### config.mk
export PLATFORM = sky130hd
export DESIGN_NAME = tape_order_termination_status
export DESIGN_NICKNAME = d
export VERILOG_FILES = /design/src/verilog/tape_term_pkg.sv /design/src/verilog/tape_order_termination_status.sv
export VERILOG_INCLUDE_DIRS = /design/src /design/src/verilog
export SDC_FILE = /design/constraint.sdc
export NUM_CORES = 1
export LEC_CHECK = 0
export ABC_AREA = 1
export BUFFER_PORTS_ARGS = -buffer_cell sky130_fd_sc_hd__buf_2
export CORE_ASPECT_RATIO = 2
export CORE_MARGIN = 4
export CORE_UTILIZATION = 48
export CTS_BUF_LIST = sky130_fd_sc_hd__clkbuf_8
export DETAILED_ROUTE_END_ITERATION = 16
export PLACE_DENSITY = 0.82
export SYNTH_ARGS = -nofsm -noshare
export SYNTH_HDL_FRONTEND = slang
export SYNTH_SLANG_ARGS = --single-unit
### constraint.sdc
create_clock -name pclk -period 1.9 [get_ports pclk]
set_clock_uncertainty 0.15 [all_clocks]
set_input_delay 0.19 -clock pclk [delete_from_list [all_inputs] [get_ports pclk]]
set_output_delay 0.19 -clock pclk [all_outputs]
set_load 0.01 [all_outputs]
### src/verilog/tape_term_map.svh
// Register offsets, field positions, reset values and order codes of the termination block.
`ifndef TAPE_TERM_MAP_SVH
`define TAPE_TERM_MAP_SVH
`define TT_OFS_CMD 8'h00
`define TT_OFS_HOST 8'h04
`define TT_OFS_STAT 8'h08
`define TT_OFS_INTCLR 8'h0c
`define TT_CMD_CHAIN 4
`define TT_CMD_INT 5
`define TT_CMD_DEV_LO 8
`define TT_HOST_CD 0
`define TT_HOST_HALT 1
`define TT_HOST_REL 2
`define TT_INT_CTRL 0
`define TT_INT_DEV 1
`define TT_SYNC_W 24
`define TT_RST_MANUAL 1'b1
`define TT_ORD_RD_FWD 4'h0
`define TT_ORD_RD_BWD 4'h1
`define TT_ORD_WR 4'h2
`define TT_ORD_WR_TM 4'h3
`define TT_ORD_SR_FWD 4'h4
`define TT_ORD_SR_BWD 4'h5
`define TT_ORD_SF_FWD 4'h6
`define TT_ORD_SF_BWD 4'h7
`define TT_ORD_REW 4'h8
`define TT_ORD_REW_INT 4'h9
`define TT_ORD_REW_OFF 4'ha
`endif

### src/verilog/tape_term_pkg.sv
// Types shared by the tape order termination block.
package tape_term_pkg;
  typedef enum logic [1:0] {
    st_ready = 2'b00,
    st_wait_auto = 2'b01,
    st_run = 2'b10,
    st_order_in = 2'b11
  } ctrl_state_t;
endpackage

### src/verilog/tape_order_termination_status.sv
// Order termination, error accumulation, interrupts and readiness of a tape controller.
//
// Local design decisions: the APB interface to the registers and the address map.
`include "tape_term_map.svh"

// Contract
// Finished order reports channel end and/or unusual end with gathered errors.
// Errors keep accumulating across chained orders.
// Error halt in order-out cycle: no channel end, unusual end.
// Backward read or space at load point: unusual end, no channel end.
// Write or tape mark to protected device: unusual end, no channel end.
// Error halt gives unusual end, except halt in terminal order after order-in.
// Tape mark seen during read gives unusual end.
// Space record over tape mark ends with unusual end.
// Station leaving automatic after motion began gives unusual end, rewinds exempt.
// Controller and station return ready after unusual end or terminal halt.
// Read or write end flags transmission error on rate or data error.
// Data error holds parity errors; CRC mismatch counts only on reads.
// Incorrect length on reads when count done and record end differ.
// Terminal order interrupt bit raises controller interrupt for last device.
// Device interrupt at load point after rewind-interrupt or attention then automatic.
// Device may operate only with all five readiness states true.
// Station goes manual on reset switch, lost operational, rewind offline.
// Start accepted in manual mode; controller stays busy until automatic.
// Station ready when operational and not busy, either mode.
// Controller busy from start accepted until released in order-in.
// Writes end on count done; reads on count done or record gap.
// Parity checked on read data and read-after-write data.
// Odd parity over nine bits, check characters excluded.
// Errors cleared by a start that does not continue a chain.
module tape_order_termination_status (
  // APB slave
  input wire logic pclk,
  input wire logic presetn,
  input wire logic psel,
  input wire logic penable,
  input wire logic pwrite,
  input wire logic [7:0] paddr,
  input wire logic [31:0] pwdata,
  output logic [31:0] prdata,
  output logic pready,
  output logic pslverr,
  // Tape station pins
  input wire logic st_operational,
  input wire logic st_start_sw,
  input wire logic st_reset_sw,
  input wire logic st_busy,
  input wire logic st_load_point,
  input wire logic st_write_prot,
  input wire logic st_addr_ok,
  input wire logic st_attention,
  input wire logic st_tape_mark,
  input wire logic st_gap,
  input wire logic st_rate_err,
  input wire logic st_lrc_err,
  input wire logic st_crc_err,
  input wire logic st_byte_strobe,
  input wire logic st_check_char,
  input wire logic [8:0] st_data,
  // Status outputs
  output logic channel_end,
  output logic unusual_end,
  output logic ctrl_interrupt,
  output logic device_interrupt,
  output logic ctrl_busy,
  output logic may_operate,
  output logic station_manual,
  output logic transfer_active
);

  // ----------------------------------------------------------------
  // Pin synchronisers
  // ----------------------------------------------------------------
  logic [`TT_SYNC_W-1:0] sync_a, sync_b, sync_d;
  wire [`TT_SYNC_W-1:0] pins = {st_data, st_check_char, st_byte_strobe, st_crc_err,
    st_lrc_err, st_rate_err, st_gap, st_tape_mark, st_attention, st_addr_ok,
    st_write_prot, st_load_point, st_busy, st_reset_sw, st_start_sw, st_operational};
  genvar gi;
  generate
    for (gi = 0; gi < `TT_SYNC_W; gi = gi + 1)
    begin : g_sync
      always_ff @(posedge pclk or negedge presetn)
      begin
        if (!presetn)
        begin
          sync_a[gi] <= 1'b0;
          sync_b[gi] <= 1'b0;
          sync_d[gi] <= 1'b0;
        end
        else
        begin
          sync_a[gi] <= pins[gi];
          sync_b[gi] <= sync_a[gi];
          sync_d[gi] <= sync_b[gi];
        end
      end
    end
  endgenerate
  wire [`TT_SYNC_W-1:0] rise = sync_b & ~sync_d;
  wire s_oper = sync_b[0];
  wire s_busy = sync_b[3];
  wire s_lp = sync_b[4];
  wire s_wp = sync_b[5];
  wire s_addr = sync_b[6];
  wire start_e = rise[1];
  wire reset_e = rise[2];
  wire attn_e = rise[7];
  wire tm_e = rise[8];
  wire gap_e = rise[9];
  wire rate_e = rise[10];
  wire lrc_e = rise[11];
  wire crc_e = rise[12];
  wire byte_e = rise[13];
  wire s_chk = sync_b[14];
  wire [8:0] s_data = sync_b[23:15];

  // ----------------------------------------------------------------
  // APB decode
  // ----------------------------------------------------------------
  tape_term_pkg::ctrl_state_t state;
  tape_term_pkg::ctrl_state_t next_state;
  wire setup = psel && !penable;
  wire wr = psel && penable && pwrite && pready;
  wire hit_cmd = paddr == `TT_OFS_CMD;
  wire hit_host = paddr == `TT_OFS_HOST;
  wire hit_stat = paddr == `TT_OFS_STAT;
  wire hit_clr = paddr == `TT_OFS_INTCLR;
  wire mapped = hit_cmd || hit_host || hit_stat || hit_clr;
  wire host_cd = wr && hit_host && pwdata[`TT_HOST_CD];
  wire host_halt = wr && hit_host && pwdata[`TT_HOST_HALT];
  wire host_rel = wr && hit_host && pwdata[`TT_HOST_REL];
  wire start_io_command = wr && hit_cmd && state == tape_term_pkg::st_ready;
  wire clr_ctrl = wr && hit_clr && pwdata[`TT_INT_CTRL];
  wire clr_dev = wr && hit_clr && pwdata[`TT_INT_DEV];

  // ----------------------------------------------------------------
  // Order decode
  // ----------------------------------------------------------------
  logic [3:0] order;
  logic chain;
  logic int_bit;
  logic [3:0] last_dev;
  wire [3:0] new_ord = pwdata[3:0];
  wire [3:0] ord = start_io_command ? new_ord : order;
  wire is_read = ord == `TT_ORD_RD_FWD || ord == `TT_ORD_RD_BWD;
  wire is_wr_data = ord == `TT_ORD_WR;
  wire is_write = is_wr_data || ord == `TT_ORD_WR_TM;
  wire is_srec = ord == `TT_ORD_SR_FWD || ord == `TT_ORD_SR_BWD;
  wire is_sfile = ord == `TT_ORD_SF_FWD || ord == `TT_ORD_SF_BWD;
  wire is_back = ord == `TT_ORD_RD_BWD || ord == `TT_ORD_SR_BWD || ord == `TT_ORD_SF_BWD;
  wire is_rew = ord == `TT_ORD_REW || ord == `TT_ORD_REW_INT || ord == `TT_ORD_REW_OFF;
  wire is_instant = !(is_read || is_write || is_srec || is_sfile);

  // ----------------------------------------------------------------
  // Station mode and readiness
  // ----------------------------------------------------------------
  logic rew_pend, attn_pend, tm_seen, data_err, rate_err, trans_err, incorrect_len;
  wire auto_mode = !station_manual;
  wire dev_ready = s_oper && !s_busy;
  wire reject = (is_back && s_lp) || (is_write && s_wp);
  wire can_begin = auto_mode && (start_io_command || state == tape_term_pkg::st_wait_auto);
  wire run = state == tape_term_pkg::st_run;
  wire lost_auto = run && !auto_mode && !is_rew;
  wire halt_run = run && host_halt;
  wire tm_now = run && tm_e && (is_read || is_srec);
  wire fin_norm = run && ((is_wr_data && host_cd) || (is_read && (host_cd || gap_e))
    || ((is_srec || ord == `TT_ORD_WR_TM) && gap_e)
    || (is_sfile && (tm_e || (is_back && s_lp))) || is_instant);
  wire fin = halt_run || lost_auto || fin_norm;
  wire rej_now = can_begin && reject;
  wire ue_now = halt_run || lost_auto || tm_seen || tm_now;
  wire par_e = byte_e && !s_chk && !(^s_data);
  wire err_win = run && (is_read || is_write);
  wire data_e = err_win && (par_e || lrc_e || (is_read && crc_e));
  wire rate_now = err_win && rate_e;
  wire rew_off_fin = fin && ord == `TT_ORD_REW_OFF;
  wire to_manual = reset_e || !s_oper || rew_off_fin;
  wire dev_int_set = (rew_pend && s_lp && dev_ready)
    || (attn_pend && start_e && s_oper && s_lp && dev_ready);
  wire fresh = start_io_command && !pwdata[`TT_CMD_CHAIN];

  always_comb
  begin
    next_state = state;
    unique case (state)
      tape_term_pkg::st_ready:
        if (start_io_command)
          next_state = !auto_mode ? tape_term_pkg::st_wait_auto
            : reject ? tape_term_pkg::st_order_in : tape_term_pkg::st_run;
      tape_term_pkg::st_wait_auto:
        if (auto_mode)
          next_state = reject ? tape_term_pkg::st_order_in : tape_term_pkg::st_run;
      tape_term_pkg::st_run:
        if (fin)
          next_state = tape_term_pkg::st_order_in;
      tape_term_pkg::st_order_in:
        if (host_rel || host_halt)
          next_state = tape_term_pkg::st_ready;
    endcase
  end

  // ----------------------------------------------------------------
  // Controller state and order latch
  // ----------------------------------------------------------------
  always_ff @(posedge pclk or negedge presetn)
  begin
    if (!presetn)
    begin
      state <= tape_term_pkg::st_ready;
      order <= 4'h0;
      chain <= 1'b0;
      int_bit <= 1'b0;
      last_dev <= 4'h0;
    end
    else
    begin
      state <= next_state;
      if (start_io_command)
      begin
        order <= new_ord;
        chain <= pwdata[`TT_CMD_CHAIN];
        int_bit <= pwdata[`TT_CMD_INT];
        last_dev <= pwdata[`TT_CMD_DEV_LO+3:`TT_CMD_DEV_LO];
      end
    end
  end

  // ----------------------------------------------------------------
  // Termination report and error accumulation
  // ----------------------------------------------------------------
  always_ff @(posedge pclk or negedge presetn)
  begin
    if (!presetn)
    begin
      channel_end <= 1'b0;
      unusual_end <= 1'b0;
      tm_seen <= 1'b0;
      data_err <= 1'b0;
      rate_err <= 1'b0;
      trans_err <= 1'b0;
      incorrect_len <= 1'b0;
    end
    else
    begin
      if (rej_now)
      begin
        channel_end <= 1'b0;
        unusual_end <= 1'b1;
      end
      else if (start_io_command)
      begin
        channel_end <= 1'b0;
        unusual_end <= 1'b0;
        tm_seen <= 1'b0;
      end
      else if (fin)
      begin
        channel_end <= !halt_run;
        unusual_end <= ue_now;
      end
      else if (tm_now)
        tm_seen <= 1'b1;
      if (fresh)
      begin
        data_err <= 1'b0;
        rate_err <= 1'b0;
        trans_err <= 1'b0;
        incorrect_len <= 1'b0;
      end
      else
      begin
        data_err <= data_err || data_e;
        rate_err <= rate_err || rate_now;
        if (fin && (is_read || is_write) && (data_err || rate_err || data_e || rate_now))
          trans_err <= 1'b1;
        if (fin_norm && is_read && (host_cd != gap_e))
          incorrect_len <= 1'b1;
      end
    end
  end

  // ----------------------------------------------------------------
  // Mode, interrupts and outputs
  // ----------------------------------------------------------------
  always_ff @(posedge pclk or negedge presetn)
  begin
    if (!presetn)
    begin
      station_manual <= `TT_RST_MANUAL;
      rew_pend <= 1'b0;
      attn_pend <= 1'b0;
      ctrl_interrupt <= 1'b0;
      device_interrupt <= 1'b0;
      ctrl_busy <= 1'b0;
      may_operate <= 1'b0;
      transfer_active <= 1'b0;
    end
    else
    begin
      if (to_manual)
        station_manual <= 1'b1;
      else if (start_e)
        station_manual <= 1'b0;
      rew_pend <= dev_int_set ? 1'b0 : (rew_pend || (fin && ord == `TT_ORD_REW_INT));
      attn_pend <= dev_int_set ? 1'b0 : (attn_pend || attn_e);
      ctrl_interrupt <= ((fin || rej_now) && (start_io_command ? pwdata[`TT_CMD_INT] : int_bit))
        || (ctrl_interrupt && !clr_ctrl);
      device_interrupt <= dev_int_set || (device_interrupt && !clr_dev);
      ctrl_busy <= next_state != tape_term_pkg::st_ready;
      may_operate <= s_addr && s_oper && !to_manual && auto_mode && dev_ready
        && next_state == tape_term_pkg::st_ready;
      transfer_active <= next_state == tape_term_pkg::st_run && (is_read || is_write);
    end
  end

  wire [31:0] stat_word = {14'h0, rate_err, data_err, last_dev, 2'h0, dev_ready, auto_mode,
    may_operate, device_interrupt, ctrl_interrupt, incorrect_len, trans_err, unusual_end,
    channel_end, ctrl_busy};

  always_ff @(posedge pclk or negedge presetn)
  begin
    if (!presetn)
    begin
      prdata <= 32'h0;
      pready <= 1'b0;
      pslverr <= 1'b0;
    end
    else
    begin
      pready <= setup;
      pslverr <= setup && !mapped;
      prdata <= (setup && !pwrite && hit_stat) ? stat_word : 32'h0;
    end
  end
endmodule

==> run_results.csv <==
group,metric,value,unit
outcome,status,"finished with violations",
outcome,violations,"negative setup slack",
placement,place.gp.congestion,0.808,
global_route,grt_pass1_vias,3021,
timing,hold_viol,0,
clocking,clkTransAtPathRegs,0.09,ns
logic_synthesis,synthAdderAreaFrac,0.326,%
clocking,worstSkewPairLatency,0.35,ns
logic_synthesis,synth_area_leader_cell,"dfrtp_1",
global_route,antenna_found_initial,0,
global_route,grt_use_total,18.5,%
die,initial_core_util,49.7,%
critical_path,worst_path_largest_cell_delay,0.37,ns
drt,wire_per_inst,13.3,um
drt,drt-initial-drc-count,104,
global_route,grt_overflow,0,
timing,clock.fmax,475,MHz
die,row_count,45,
logic_synthesis,synth_seq_area_share,65.9,%
logic_synthesis,synthMuxAreaShare,0.293,%
timing,setup_viol,12,
die,pin_count,111,
timing,holdWs,0.0220,ns
logic_synthesis,synthDistinctLibCells,36,
critical_path,crit_family,"simple AND/OR/NAND/NOR gates",
logic_synthesis,synth_ff_type,"dfrtp_1",
clocking,h-tree-depth,3,
critical_path,path_common_cell,"nand2_1",
finish,nFillCells,567,
flow_run,max_cap_viol_count,0,
drt,finalWirelength,8180,um
clocking,cts-buffers-inserted,9,
critical_path,timing.critical_path.buf_inv,2,
die,die_area,9580,um2
finish,area_growth,38.1,%
critical_path,cp_slowest_cell,"dfrtp_1",
critical_path,endpoint_kind,"register",
placement,place_area,4510,um2
logic_synthesis,ys_ff_latch,101,
finish,finalCoreUtilization,68.7,%
finish,antennaDiodeCount,0,
critical_path,r2r_cells,16,
critical_path,cp.arrival,2.20,ns
drt,drtAntennaViolNets,0,
placement,hpwl,5740,um
finish,drive_above_1_share,36.9,%
die,fp.dieH,134,um
critical_path,crit_chain,"nand2_2 > nor2_4 > buf_4 > nand3_4 > nand2_1 > nand2_2 > nand3_1 > o21ai_2 > nand2_1 > nand3_2 > nand2_2 > nand2_4 > nor2_4 > inv_1 > nand2_1 > nand2_1",
logic_synthesis,async_flop_share,100,%
finish,finalNonFillerCells,615,
global_route,grt_max_degree,45,
drt,vias,2912,
placement,pre_cts_ws,-0.283,ns
drt,drt-pass1-iter-count,4,
placement,port_buffers,72,
critical_path,worst-path-max-fanout,7,
logic_synthesis,synth_top_family_by_area,"simple AND/OR/NAND/NOR gates",
power,total_power,4.01,mW
timing,layout_min_cycle_time,2.11,ns
timing,min_period_over_period,111,%
logic_synthesis,synthTopCellsByArea,"dfrtp_1 (65%), nand2_1 (5.0%), inv_1 (4.7%), nor2_1 (4.5%), buf_4 (3.1%)",
clocking,cts_sinks,101,
logic_synthesis,synth_edf_count,0,
drt,via_per_inst,4.73,
logic_synthesis,synthTopCellsByCount,"dfrtp_1 (100), nand2_1 (51), inv_1 (48), nor2_1 (46), nand3_1 (21)",
logic_synthesis,synth_compound_area_share,3.26,%
min_path,hold_class,"in -> reg",
die,die_x,71.2,um
logic_synthesis,synthXorXnorAreaFrac,1.14,%
clocking,cts.path.max_buffers,2,
power,leakage,2.77,nW
logic_synthesis,yosysMostFrequentCell,"dfrtp_1",
drt,drc_errors,0,
min_path,hold_path_depth,3,
timing,grt_setup_unrepaired,"yes",
logic_synthesis,synth.top_cell.area_share,65.2,%
global_route,grt_pass1_wl,13500,um
finish,design_area,5300,um2
critical_path,cp.required,1.99,ns
critical_path,start_kind,"register",
logic_synthesis,syn-instance-count,358,
critical_path,cp.depth,16,
placement,dp_cells,552,
logic_synthesis,synth-simple-area-share,20.7,%
finish,nets,587,
clocking,cts_tree,"yes",
logic_synthesis,syn_avg_cell_area,10.7,um2
timing,fin_ws,-0.205,ns
logic_synthesis,ys_warn_count,0,
timing,finalMaxSlewViolations,0,
critical_path,path_class,"reg -> reg",
clocking,clockRootBuffer,"clkbuf_8",
power,p_per_area,757,nW/um2
power,vdd_drop_max,776,uV
timing,finalSetupTns,-1.97,ns
die,coreArea,7710,um2
logic_synthesis,netlist_area,3840,um2
[final cells by class]
type                    instances  area (um2)  share of cell area, %
flip-flops and latches        101        2530                   47.7
multi-input cells             205        1190                   22.4
repair buffers                150        1080                   20.4
inverters                      50         188                   3.54
clock buffers                  10         138                   2.60
well taps                      94         118                   2.22
clock inverters                 5        60.1                   1.13
[where the power goes]
group          total, mW  switching (mW)  internal (mW)
Clock               1.32           0.682          0.642
Sequential          2.30          0.0485           2.25
Combinational      0.390           0.207          0.183
[worst register-to-register path: cells and delay by family, from the launching register on]
| kind | cells | cell delay, ns |
|---|---|---|
| AO/OA/AOI/OAI | 1 | 0.07 |
| AND/OR/NAND/NOR | 13 | 1.21 |
| buffers and inverters | 2 | 0.20 |
| flip-flops | 1 | 0.37 |
[cell families after synthesis]
family,Yosys count
other cells,1
simple gates,159
buf+inv,68
xor+xnor,5
fa+ha+maj,1
compound gates,22
mux,1
flops,101
[timing repair]
action / in CTS / in global routing
resized for setup: 25 / 10
hold buffers: 33 / 0
cloned: 1 / 0
pin swaps: 5 / 2
setup endpoints to repair: 12 / 14
hold endpoints to repair: 134 / 0
setup buffers: 11 / 3
[worst paths after layout]
kind	endpoint	from	slack (ns)
min in group asynchronous	prdata[3]$_DFF_PN0_	presetn	0.14
worst min register to register	s_data[3]$_DFF_PN0_	sync_a[18]$_DFF_PN0_	0.20
worst max register to register	ctrl_interrupt$_DFF_PN0_	pready$_DFF_PN0_	-0.21
max in group asynchronous	station_manual$_DFFE_PN1P_	presetn	0.89
worst min-delay path	order[3]$_DFF_PN0_	pwdata[3]	0.02
worst max-delay path	ctrl_interrupt$_DFF_PN0_	pready$_DFF_PN0_	-0.21
[flip-flops by register name (all words and copies together), names as in the netlist, 2 cells and up]
signal and flops:
s_data 9, sync_b 9, prdata 16, last_dev 4, sync_a 24, sync_d 9
state 2, order 4
[layer usage]
| layer | GRT usage [%] | up-vias | part of all wire, % |
|---|---|---|---|
| met2 | 32.5 | 107 | 56 |
| met3 | 4.84 | 34 | 5.6 |
| met1 | 18.5 | 1373 | 32 |
| met4 | 12.2 | 0 | 5.7 |
| li1 | - | 1398 | - |
| met5 | 0 | - | 0 |
[cell usage in the layout, fill, tap and decap left out, types with 10 or more instances in the layout]
cell type / netlist / final
buf_2: 1 / 71
buf_4: 16 / 39
clkbuf_8: 0 / 10
conb_1: 1 / 16
dfrtp_1: 100 / 100
dlygate4sd3_1: 0 / 33
inv_1: 48 / 47
nand2_1: 51 / 44
nand2_2: 10 / 11
nand3_1: 21 / 13
nand3_2: 6 / 13
nor2_1: 46 / 42
(Power assumes the default switching activity.)
